===== config.mk =====
export PLATFORM = sky130hd
export DESIGN_NAME = odw_write_port
export DESIGN_NICKNAME = d
export VERILOG_FILES = /design/src/verilog/odw_ram.v /design/src/verilog/odw_write_port.v
export VERILOG_INCLUDE_DIRS = /design/src /design/src/verilog
export SDC_FILE = /design/constraint.sdc
export NUM_CORES = 1
export LEC_CHECK = 0
export ABC_CLOCK_PERIOD_IN_PS = 3000
export BUFFER_PORTS_ARGS = -buffer_cell sky130_fd_sc_hd__buf_2
export CAP_MARGIN = 20
export CORE_MARGIN = 3
export CORE_UTILIZATION = 50
export CTS_CLUSTER_DIAMETER = 30
export CTS_CLUSTER_SIZE = 20
export DETAILED_ROUTE_END_ITERATION = 10
export PLACE_DENSITY = 0.67
export SYNTH_ARGS = -nofsm -noshare
export SYNTH_HDL_FRONTEND = slang
export SYNTH_HIERARCHICAL = 1
export SYNTH_SLANG_ARGS = --single-unit

===== constraint.sdc =====
create_clock -name clock -period 3 [get_ports clock]
set_input_delay 0.15 -clock clock [delete_from_list [all_inputs] [get_ports clock]]
set_output_delay 0.15 -clock clock [all_outputs]
set_load 0.05 [all_outputs]

===== src/verilog/odw_map.vh =====
/*
  Register offsets, field positions, character codes and reset values
  for the display RAM write port and code decoder.
  Assumes inclusion by bare name from files under verilog/.
*/
`ifndef ODW_MAP_VH
`define ODW_MAP_VH

// Register offsets on the special function register bus
`define ODW_ATTRIBUTE_LATCH_ADDR   8'h98
`define ODW_CHARACTER_CODE_ADDR    8'h99
`define ODW_POINTER_ADDR           8'h9a

// Memory geometry
`define ODW_CODE_W                 6
`define ODW_ATTR_W                 4
`define ODW_WORD_W                 10
`define ODW_PTR_W                  7
`define ODW_DEPTH                  128

// Glyph geometry: scan lines per glyph and dots per line
`define ODW_GLYPH_LINES            18
`define ODW_GLYPH_DOTS             14
`define ODW_LINE_W                 5
`define ODW_GLYPH_ADDR_W           11

// Attribute register bit positions
`define ODW_ATTR_B_BIT             4
`define ODW_ATTR_SR_BIT            2
`define ODW_ATTR_D_BIT             1
`define ODW_ATTR_SH_BIT            0

// Writable attribute and pointer bits; all others reserved
`define ODW_ATTR_MASK              8'h17
`define ODW_PTR_MASK               8'h7f

// Reserved character codes
`define ODW_CODE_LINE_END          6'h3d
`define ODW_CODE_SPACE             6'h3c
`define ODW_CODE_BACKDROP          6'h3e
`define ODW_CODE_HALF_BACKDROP     6'h3f

// Decoded code kinds
`define ODW_KIND_GLYPH             3'h0
`define ODW_KIND_LINE_END          3'h1
`define ODW_KIND_SPACE             3'h2
`define ODW_KIND_BACKDROP          3'h3
`define ODW_KIND_HALF_BACKDROP     3'h4

// Reset values
`define ODW_ATTR_RESET             8'h00
`define ODW_PTR_RESET              7'h00
`define ODW_COLOUR_RESET           3'h0

`endif


===== src/verilog/odw_ram.v =====
/*
  Simple dual-port character memory: one write port for the processor,
  one read port for display fetch with registered read data.
  Assumes both ports run on the same clock; no reset on the array.
*/
`timescale 1ns/10ps
`include "odw_map.vh"

module odw_ram (
  clock,
  wr_en,
  wr_addr,
  wr_data,
  rd_addr,
  rd_data
);
  input  wire                     clock;
  input  wire                     wr_en;
  input  wire [`ODW_PTR_W-1:0]    wr_addr;
  input  wire [`ODW_WORD_W-1:0]   wr_data;
  input  wire [`ODW_PTR_W-1:0]    rd_addr;
  output reg  [`ODW_WORD_W-1:0]   rd_data;

  reg [`ODW_WORD_W-1:0] mem [0:`ODW_DEPTH-1];

  // Independent write port, never blocked by the read side
  always @(posedge clock) begin
    if (wr_en) begin
      mem[wr_addr] <= wr_data;
    end
  end

  // Read port with registered output
  always @(posedge clock) begin
    rd_data <= mem[rd_addr];
  end

endmodule // odw_ram


===== src/verilog/odw_write_port.v =====
/*
  Processor write port into the on-screen-display character memory and
  decoder of the stored character and attribute codes for display fetch.
  Assumes the register bus and the display timing logic share this clock,
  so no input needs synchronising; the glyph generator is outside.
*/
`timescale 1ns/10ps
`include "odw_map.vh"

// What this block does
// - Each memory word holds a 6-bit character code and 4 attribute bits.
// - Glyph address is the stored code joined with the scan line in the row.
// - Each glyph is 18 scan lines of 14 dots.
// - 60 codes are glyphs; four reserved for line end and three spaces.
// - The processor cannot read the character memory contents.
// - Attribute writes only load the holding latch, never the memory.
// - Code writes store code plus held attribute at the pointer address.
// - Pointer is 7 bits in 6..0, bit 7 reserved, increments per code write.
// - Code register holds code in bits 5..0; bits 7 and 6 reserved.
// - Code writes accepted any time, dual-port memory removes conflicts.
// - 111101 line end, 111100 space, 111110 backdrop, 111111 half backdrop.
// - Line end with bit 4 set ends all rows for the field.
// - Line end, bit 4 clear, bit 2 set: next row is compact.
// - Line end, bit 4 clear, bit 1 set: next row double height and width.
// - Line end, bit 4 clear, bit 0 set: next row drawn with black border.
// - Backdrop codes take attribute bits 2..0 as the backdrop colour.
// - Plain backdrop code changes colour and enable at the cell left edge.
// - Bit 4 picks backdrop colour when set, incoming video when clear.
// - Ordinary codes take attribute bits 2..0 as glyph pixel colour.
// - Line end stops output until next scan line, then continues.
// - Half backdrop code changes colour and enable at mid cell.
// - Row end, compact, double and border latches clear at vertical start.
// - Backdrop colour survives vertical scans, changes only on backdrop codes.
module odw_write_port (
  clock,
  arst_n,
  sfr_addr,
  sfr_wdata,
  sfr_wr,
  sfr_rd,
  sfr_rdata,
  disp_addr,
  disp_fetch,
  scan_line,
  hsync_pulse,
  vscan_start,
  cell_midpoint,
  glyph_addr,
  glyph_valid,
  glyph_colour_bits,
  blank_cell,
  backdrop_enable,
  backdrop_colour_bits,
  row_wait,
  field_done,
  compact_row_flag,
  double_size_flag,
  black_border_flag
);
  input  wire                         clock;
  input  wire                         arst_n;
  input  wire [7:0]                   sfr_addr;
  input  wire [7:0]                   sfr_wdata;
  input  wire                         sfr_wr;
  input  wire                         sfr_rd;
  output reg  [7:0]                   sfr_rdata;
  input  wire [`ODW_PTR_W-1:0]        disp_addr;
  input  wire                         disp_fetch;
  input  wire [`ODW_LINE_W-1:0]       scan_line;
  input  wire                         hsync_pulse;
  input  wire                         vscan_start;
  input  wire                         cell_midpoint;
  output reg  [`ODW_GLYPH_ADDR_W-1:0] glyph_addr;
  output reg                          glyph_valid;
  output reg  [2:0]                   glyph_colour_bits;
  output reg                          blank_cell;
  output reg                          backdrop_enable;
  output reg  [2:0]                   backdrop_colour_bits;
  output reg                          row_wait;
  output reg                          field_done;
  output reg                          compact_row_flag;
  output reg                          double_size_flag;
  output reg                          black_border_flag;

  // Classify a stored code into glyph or one of the reserved kinds
  // Only codes with the top four bits all set are reserved
  function [2:0] code_kind;
    input [`ODW_CODE_W-1:0] code;
    begin
      case (code)
        `ODW_CODE_LINE_END:      code_kind = `ODW_KIND_LINE_END;
        `ODW_CODE_SPACE:         code_kind = `ODW_KIND_SPACE;
        `ODW_CODE_BACKDROP:      code_kind = `ODW_KIND_BACKDROP;
        `ODW_CODE_HALF_BACKDROP: code_kind = `ODW_KIND_HALF_BACKDROP;
        default:                 code_kind = `ODW_KIND_GLYPH;
      endcase
    end
  endfunction

  // Register bus decode
  wire                    hit_attr;
  wire                    hit_code;
  wire                    hit_ptr;
  wire                    attr_write;
  wire                    ptr_write;
  wire                    code_write;
  wire [`ODW_WORD_W-1:0]  write_word;
  wire [`ODW_WORD_W-1:0]  fetched_word;

  reg  [7:0]              attribute_latch;
  reg  [`ODW_PTR_W-1:0]   display_memory_pointer;

  assign hit_attr   = (sfr_addr == `ODW_ATTRIBUTE_LATCH_ADDR);
  assign hit_code   = (sfr_addr == `ODW_CHARACTER_CODE_ADDR);
  assign hit_ptr    = (sfr_addr == `ODW_POINTER_ADDR);
  assign attr_write = sfr_wr & hit_attr;
  assign ptr_write  = sfr_wr & hit_ptr;
  assign code_write = sfr_wr & hit_code;

  // Stored word: held attribute bits 4,2,1,0 above the 6-bit code
  assign write_word = {attribute_latch[`ODW_ATTR_B_BIT],
                       attribute_latch[`ODW_ATTR_SR_BIT],
                       attribute_latch[`ODW_ATTR_D_BIT],
                       attribute_latch[`ODW_ATTR_SH_BIT],
                       sfr_wdata[`ODW_CODE_W-1:0]};

  // Attribute holding latch; reserved bits dropped
  // Held across code writes so a run of characters shares one load
  always @(posedge clock or negedge arst_n) begin
    if (!arst_n) begin
      attribute_latch <= `ODW_ATTR_RESET;
    end else if (attr_write) begin
      attribute_latch <= sfr_wdata & `ODW_ATTR_MASK;
    end
  end

  // Pointer: software load, or increment after each code write
  // Load and code write never meet: the bus carries one address a cycle
  always @(posedge clock or negedge arst_n) begin
    if (!arst_n) begin
      display_memory_pointer <= `ODW_PTR_RESET;
    end else if (ptr_write) begin
      display_memory_pointer <= sfr_wdata[`ODW_PTR_W-1:0];
    end else if (code_write) begin
      display_memory_pointer <= display_memory_pointer + 7'h01;
    end
  end

  // Read data: code register and memory never read back, unmapped reads zero
  // Data stands until the next read strobe
  always @(posedge clock or negedge arst_n) begin
    if (!arst_n) begin
      sfr_rdata <= 8'h00;
    end else if (sfr_rd) begin
      if (hit_attr) begin
        sfr_rdata <= attribute_latch;
      end else if (hit_ptr) begin
        sfr_rdata <= {1'b0, display_memory_pointer};
      end else begin
        sfr_rdata <= 8'h00;
      end
    end
  end

  // Character memory; write port free of display reads
  // A write and a read of one address in a cycle return the old word
  odw_ram u_ram (
    .clock   (clock),
    .wr_en   (code_write),
    .wr_addr (display_memory_pointer),
    .wr_data (write_word),
    .rd_addr (disp_addr),
    .rd_data (fetched_word)
  );

  // Fetch pipeline: word arrives one cycle after fetch, with its scan line
  // Outputs below are registered two edges after the fetch strobe
  reg                     fetch_valid;
  reg [`ODW_LINE_W-1:0]   fetch_line;

  always @(posedge clock or negedge arst_n) begin
    if (!arst_n) begin
      fetch_valid <= 1'b0;
      fetch_line  <= {`ODW_LINE_W{1'b0}};
    end else begin
      fetch_valid <= disp_fetch;
      fetch_line  <= scan_line;
    end
  end

  // Fields of the fetched word
  wire [`ODW_CODE_W-1:0]  f_code;
  wire                    f_b;
  wire                    f_sr;
  wire                    f_d;
  wire                    f_sh;
  wire [2:0]              f_colour;
  wire [2:0]              f_kind;
  wire                    f_live;

  assign f_code   = fetched_word[`ODW_CODE_W-1:0];
  assign f_b      = fetched_word[9];
  assign f_sr     = fetched_word[8];
  assign f_d      = fetched_word[7];
  assign f_sh     = fetched_word[6];
  assign f_colour = fetched_word[8:6];
  assign f_kind   = code_kind(f_code);
  // Fetches ignored while a row end waits or the field is finished
  assign f_live   = fetch_valid & ~row_wait & ~field_done;

  // Kinds of a live fetch; glyph and line end are each used by more than one
  // process, so the decode is made once here
  wire                    take_glyph;
  wire                    take_line_end;
  wire                    take_backdrop;
  wire                    take_half;

  assign take_glyph    = f_live & (f_kind == `ODW_KIND_GLYPH);
  assign take_line_end = f_live & (f_kind == `ODW_KIND_LINE_END);
  assign take_backdrop = f_live & (f_kind == `ODW_KIND_BACKDROP);
  assign take_half     = f_live & (f_kind == `ODW_KIND_HALF_BACKDROP);

  // Glyph request and per-cell outputs
  always @(posedge clock or negedge arst_n) begin
    if (!arst_n) begin
      glyph_addr        <= {`ODW_GLYPH_ADDR_W{1'b0}};
      glyph_valid       <= 1'b0;
      glyph_colour_bits <= `ODW_COLOUR_RESET;
      blank_cell        <= 1'b0;
    end else begin
      glyph_valid <= take_glyph;
      blank_cell  <= f_live & ~take_glyph & ~take_line_end;
      if (take_glyph) begin
        glyph_addr        <= {f_code, fetch_line};
        glyph_colour_bits <= f_colour;
      end
    end
  end

  // Backdrop enable and colour; half-cell change waits for the midpoint
  // A plain backdrop code cancels a half-cell change still pending
  reg                     half_pending;
  reg                     half_b;
  reg [2:0]               half_colour;

  always @(posedge clock or negedge arst_n) begin
    if (!arst_n) begin
      backdrop_enable      <= 1'b0;
      backdrop_colour_bits <= `ODW_COLOUR_RESET;
      half_pending         <= 1'b0;
      half_b               <= 1'b0;
      half_colour          <= `ODW_COLOUR_RESET;
    end else begin
      if (take_backdrop) begin
        backdrop_enable      <= f_b;
        backdrop_colour_bits <= f_colour;
        half_pending         <= 1'b0;
      end else if (take_half) begin
        half_pending <= 1'b1;
        half_b       <= f_b;
        half_colour  <= f_colour;
      end else if (half_pending && cell_midpoint) begin
        backdrop_enable      <= half_b;
        backdrop_colour_bits <= half_colour;
        half_pending         <= 1'b0;
      end else if (take_glyph) begin
        backdrop_enable <= f_b;
      end
      // Colour is not touched by vertical start, so one backdrop code
      // written at start-up can serve every field
    end
  end

  // Row control latches; vertical start clears them, colour excepted
  // Order of weight: vertical start, line end decode, scan line release
  always @(posedge clock or negedge arst_n) begin
    if (!arst_n) begin
      row_wait          <= 1'b0;
      field_done        <= 1'b0;
      compact_row_flag  <= 1'b0;
      double_size_flag  <= 1'b0;
      black_border_flag <= 1'b0;
    end else if (vscan_start) begin
      row_wait          <= 1'b0;
      field_done        <= 1'b0;
      compact_row_flag  <= 1'b0;
      double_size_flag  <= 1'b0;
      black_border_flag <= 1'b0;
    end else if (take_line_end) begin
      if (f_b) begin
        field_done <= 1'b1;
      end else begin
        row_wait          <= 1'b1;
        compact_row_flag  <= f_sr;
        double_size_flag  <= f_d;
        black_border_flag <= f_sh;
      end
    end else if (hsync_pulse) begin
      row_wait <= 1'b0;
    end
  end

endmodule // odw_write_port


### Word level (Yosys, flattened, before mapping)

Memories as Yosys holds them, arrays and structs flattened. A register that Yosys moved wholly into a read port is not among the register bits.
Index checks and enable logic that the tools add are counted.

| word-level totals | value |
|---|---|
| output and inout port bits | 33 |
| bits in registers | 55 |
| bits of input ports | 36 |
| bits in writable memories | 1280 |
| memories | 1 |
| bits in read-only memories | 0 |
| word-level logic and storage cells | 98 |
| latch bits | 0 |

| cells by class | value |
|---|---|
| div/mod/pow operators | 0 |
| multiplexer cells | 33 |
| shift operators | 0 |
| eq/ne operators | 13 |
| magnitude comparators | 0 |
| reductions and logical operators | 15 |
| add/sub/neg operators | 1 |
| $mul | 0 |
| bitwise gates (word level) | 16 |

Memories:

| memory | words | bits a word | read ports | clocked after Yosys merged registers in | wr ports | RTL line | source |
|---|---|---|---|---|---|---|---|
| u_ram.mem | 128 | 10 | 1 | 1 | 1 | odw_ram.v:24 | `` reg [`ODW_WORD_W-1:0] mem [0:`ODW_DEPTH-1]; `` |

Operators with widths:

| cell | number |
|---|---|
| $mux 1 | 25 |
| $eq 6x6->1 const B | 4 |
| $eq 8x8->1 const B | 3 |
| $mux 7 | 3 |
| $pmux 3 s4 | 1 |
| $reduce_and 2->1 | 6 |
| $and 1x1->1 | 11 |
| $mux 3 | 3 |
| $reduce_bool 3->1 | 3 |
| $mux 8 | 1 |
| $reduce_bool 2->1 | 4 |
| $add 7x1->7 const B | 1 |
| $not 1->1 | 5 |
| $ne 2x2->1 const B | 2 |
| $eq 3x1->1 const B | 1 |
| $eq 3x2->1 const B | 1 |
| $eq 3x3->1 const B | 1 |
| $logic_not 3->1 | 1 |
| $ne 3x3->1 const B | 1 |
| $logic_and 1x1->1 | 1 |

### Logic depth before layout (Yosys ltp)

| logic depth | value |
|---|---|
| depth in word-level cells | 8 |
| gate-level depth with buffers | 9 |
| gate-level depth less buffers | 6 |

### Modules after synthesis

Netlist, hierarchy kept.

Modules (own cells, without submodules):

| module | instances | sequential area each (µm²) | cells each | area each (µm²) |
|---|---|---|---|---|
| odw_ram | 1 | 38637.1 | 1998 | 49354.8 |
| odw_write_port | 1 | 1351.3 | 240 | 2491.1 |

### Worst setup path after synthesis

No wires, ideal clock.

| timing path | value |
|---|---|
| kind | input port to flip-flop |
| start point | input sfr_addr[2] |
| end point | memory u_ram/mem[102][0] in the netlist's numbering (enable) |
| stages on the path | 7 |
| library setup time | 0.390 ns |
| required time | 2.610 ns |
| data arrival time | 2.329 ns |
| path slack | 0.281 ns |
| buffers on the path | 2 |
| cell sequence | nor4bb_1 -> buf_2 -> nand3_1 -> nor3b_1 -> clkbuf_1 -> nand4_1 -> nor3_1 |

| between the ends | value |
|---|---|
| cells in the longest elaborated chain, start to end | 4 |

RTL lines:

| what | RTL line | source |
|---|---|---|
| from (decl) | odw_write_port.v:62 | `input wire [7:0] sfr_addr;` |
| $eq 8x8->1 (no line) | - |  |
| $and 1x1->1 | odw_write_port.v:118 | `assign code_write = sfr_wr & hit_code;` |
| named net code_write | odw_write_port.v:106 | `wire code_write;` |
| $mux 1 | odw_ram.v:28 | `if (wr_en) begin` |
| $mux 1 (implied by the code) | odw_ram.v:29 | `mem[wr_addr] <= wr_data;` |
| to (decl) | odw_ram.v:24 |  |

The timed path passes the listed nets, and every way through them passes these cells.

### Worst setup path after layout

| timing path | value |
|---|---|
| start point | input sfr_addr[5] |
| end point | memory u_ram/mem[98][8] in the netlist's numbering (enable) |

Same word-level chain as after synthesis.

==> qor.csv <==
metric,value,unit
launch instance of the worst min-delay path,sfr_wdata[4],
growth of design area from synthesis to finish,24.13,%
GPL Wtd Cong,0.8249,
setup bufs post-CTS,0,
fmax,353.6,MHz
number of instances in the synthesized netlist,2238,
cells on worst reg2reg path,5,
data required time of the worst path,3470,ps
CTS max path bufs,3,
Remaining DRCs,0,
clock-pin slew reported for the worst setup and hold paths after clock tree synthesis,50,ps
die boundary width,328.0,um
period utilisation layout,0.9428,
hold-critical path endpoint,u_ram/mem[93][4],
layout cells sized above 1,0.3990,
initial core utilization,0.5067,
capture point of the worst reg-to-reg path,row_wait,
most common library cell in the layout ignoring fill and taps,sky130_fd_sc_hd__edfxtp_1,
number of enable-type register cells in the synthesized netlist,1280,
summed negative setup slack over all endpoints,0,ps
headroom to the max-slew limit,0.2837,
number of antenna violations at the first check in global routing,7,
critical-path cell list,dlygate4sd3_1 -> buf_2 -> nor4bb_2 -> dlygate4sd3_1 -> nand3_1 -> nor3b_1 -> buf_4 -> nand4_1 -> nor3_1 -> buf_4,
area of the core,102300,um2
pin count of the biggest net entering global routing,105,
data arrival at the endpoint of the critical path,3300,ps
clock tree from TritonCTS,yes,
RSZ-0062 raised after global routing,no,
Worst Setup End Kind,flip-flop,
"commonest non-fill, non-tap cells in the layout","sky130_fd_sc_hd__edfxtp_1, sky130_fd_sc_hd__mux4_2, sky130_fd_sc_hd__clkbuf_16",
synthesized area per cell,23.17,um2
leakage dissipation,21.63,nW
routed wire length,124000,um
area used by multi-input combinational logic,11320,um2
die area,107600,um2
Vias/cell,5.954,
die extent in y,328.0,um
Clock Skews,49.56,ps
Pre-antenna DRT Iters,6,
count of buffers from port buffering,66,
startpoint of the lowest-slack register-to-register path,row_wait,
flop and latch count out of synthesis,1344,
pwr dens,787.3,nW/um2
number of inserted filler cells in the final layout,6590,
R2R Setup Slk,430,ps
CTS sink count,1344,
routed wire length per instance,29.06,um
Std-Cell Rows,117,
Detailed Route Iter0 Violations,2952,
Final HPWL DP,74660,um
root buffer selected by CTS,sky130_fd_sc_hd__clkbuf_16,
post-layout utilization of the core,0.6289,
fraction of post-synthesis cell area in the top cell type by area,0.7414,
remaining antenna violation count,0,
critical path's slowest cell,sky130_fd_sc_hd__dlygate4sd3_1,
library cell occupying the most area in the post-synthesis netlist,sky130_fd_sc_hd__edfxtp_1,
final-report setup violation count,0,
kind of critical path,primary input to flip-flop,
post-placement worst setup slack,141.1,ps
maximum fanout along the worst path,10,
Congestion Overflow GR,0,
register area share after synthesis,0.7713,
Skew-Pair Late Insertion Delay,800,ps
net total in the final layout,2726,
global-route usage over all layers,0.2377,
Worst Tran Pin Value,1075,ps
flip-flop cell with the highest count after synthesis,sky130_fd_sc_hd__edfxtp_1,
biggest area contributors in the synthesized netlist,"sky130_fd_sc_hd__edfxtp_1, sky130_fd_sc_hd__mux4_2, sky130_fd_sc_hd__dfrtp_1",
H-tree depth reported by CTS,4,
run status,"finished, final reports clean",
launch point of the worst path,sfr_addr[5],
first-pass GRT wire length,183900,um
instance count along the most critical hold path,1,
longest individual stage delay on the worst path,600,ps
Post-Synthesis Cell Area,51850,um2
number of pins exceeding their max-slew limit in the final report,0,
vias in the first global route,26730,
startpoint types,primary input,
sequential standard cell area,40000,um2
IO Pins,69,
"Min Clock Period, post-route",2828,ps
Syn. warnings,6,
syn_nets,2275,
count of distinct cell types in the synthesized netlist,49,
final count of hold timing violations,0,
maximum VDD drop,0.5600,mV
share of synthesized flip-flops with an asynchronous set or reset,0.04018,
worst path setup slack after routing,171.7,ps
overall power,0.05067,W
Hold Path Class,primary input to flip-flop,
DR vias,25400,
total CTS buffers,236,
number of max-cap violations,0,
==> through the flow <==
step	hold WS [ps]	area, um2	instances
floorplan	-145.6	51850	2238
global placement	183.6	55560	3782
detailed placement	202.9	55560	3782
CTS	8.675	64320	4262
global route	42.63	64350	4263
finish	37.43	64360	4266
==> cell type report <==
cell class,count,area share
Antenna cell,3,0.0001166
Clock buffer,266,0.09450
Clock inverter,178,0.03583
Inverter,11,0.0006416
Multi-Input combinational cell,763,0.1759
Sequential cell,1344,0.6216
Tap cell,1368,0.02660
Timing Repair Buffer,333,0.04485
==> where the power goes <==
part | switching [W] | total [W] | internal, W
Clock | 0.00939 | 0.0276 | 0.0182
Sequential | 0.000184 | 0.0209 | 0.0207
Combinational | 0.00130 | 0.00224 | 0.000932
Total | 0.0109 | 0.0507 | 0.0398
==> logic make-up (layout without fill, tap and decap cells) <==
| kind of cell | count (synthesis) | count (layout) | synth area share |
|---|---|---|---|
| AOI/OAI and AO/OA | 39 | 39 | 0.004996 |
| DFF | 1344 | 1344 | 0.7713 |
| adders and majority gates | 1 | 1 | 0.0002413 |
| buffers and inverters | 131 | 788 | 0.01059 |
| other | 1 | 4 | 0.00007233 |
| muxes | 453 | 453 | 0.1894 |
| and+or+nand+nor | 269 | 269 | 0.02336 |
==> routing by layer <==
metal  up-vias  wire (um)  GRT usage
li1      10500          -          -
met1     13490      48500     0.3327
met2      1205      60760     0.3747
met3       209      11340    0.05582
met4         2       3368    0.07810
met5         -         13          0
==> repair_timing <==
item / CTS / global route
hold buffers: 36 / 0
endpoints found under the hold margin: 247 / 0
endpoints found under the setup margin: 0 / 9
resized for setup: 0 / 1
==> how the worst max path moves through the flow <==
stage	end	cells past startpoint
after global placement	u_ram/rd_data[5]	7
after CTS	u_ram/mem[102][0]	10
after floorplan	u_ram/mem[102][0]	7
after global routing	u_ram/mem[20][4]	12
final	u_ram/mem[98][8]	10
after detailed placement	u_ram/rd_data[2]	7
==> flip-flops by register name, summed over array words and instances, names as in the netlist, 3 cells and up <==
| register | count |
|---|---|
| half_colour | 3 |
| backdrop_colour_bits | 3 |
| sfr_rdata | 7 |
| glyph_colour_bits | 3 |
| glyph_addr | 11 |
| u_ram/rd_data | 10 |
| display_memory_pointer | 7 |
| attribute_latch | 4 |
| u_ram/mem | 1280 |
| fetch_line | 5 |
==> cells in the mapped netlist, types with 2 or more instances <==
cell,number
sky130_fd_sc_hd__nor3b_1,2
sky130_fd_sc_hd__mux4_2,420
sky130_fd_sc_hd__nand2b_1,4
sky130_fd_sc_hd__o22ai_1,5
sky130_fd_sc_hd__a41oi_1,3
sky130_fd_sc_hd__clkbuf_1,77
sky130_fd_sc_hd__mux2i_1,7
sky130_fd_sc_hd__a211oi_1,3
sky130_fd_sc_hd__dfxtp_1,10
sky130_fd_sc_hd__and3_1,5
sky130_fd_sc_hd__a21oi_1,8
sky130_fd_sc_hd__nor2b_1,9
sky130_fd_sc_hd__buf_1,6
sky130_fd_sc_hd__mux2_2,24
sky130_fd_sc_hd__and2_1,5
sky130_fd_sc_hd__nor4_1,2
sky130_fd_sc_hd__buf_4,2
sky130_fd_sc_hd__o22a_2,2
sky130_fd_sc_hd__buf_2,34
sky130_fd_sc_hd__nor3_1,13
sky130_fd_sc_hd__dfrtp_1,54
sky130_fd_sc_hd__nand2_1,51
sky130_fd_sc_hd__o21ai_0,5
sky130_fd_sc_hd__inv_1,11
sky130_fd_sc_hd__nor4_4,2
sky130_fd_sc_hd__edfxtp_1,1280
sky130_fd_sc_hd__o21a_1,3
sky130_fd_sc_hd__nor2_1,143
sky130_fd_sc_hd__nand4_1,4
sky130_fd_sc_hd__mux2_1,2
sky130_fd_sc_hd__nand3_1,19
sky130_fd_sc_hd__a31oi_1,6
==> critical path: cells and delay by family <==
kind / cells / cell delay, ps
AND/OR/NAND/NOR: 5 / 1370
buffers and inverters: 5 / 1750
No activity file was read; power rests on OpenSTA's default activity.
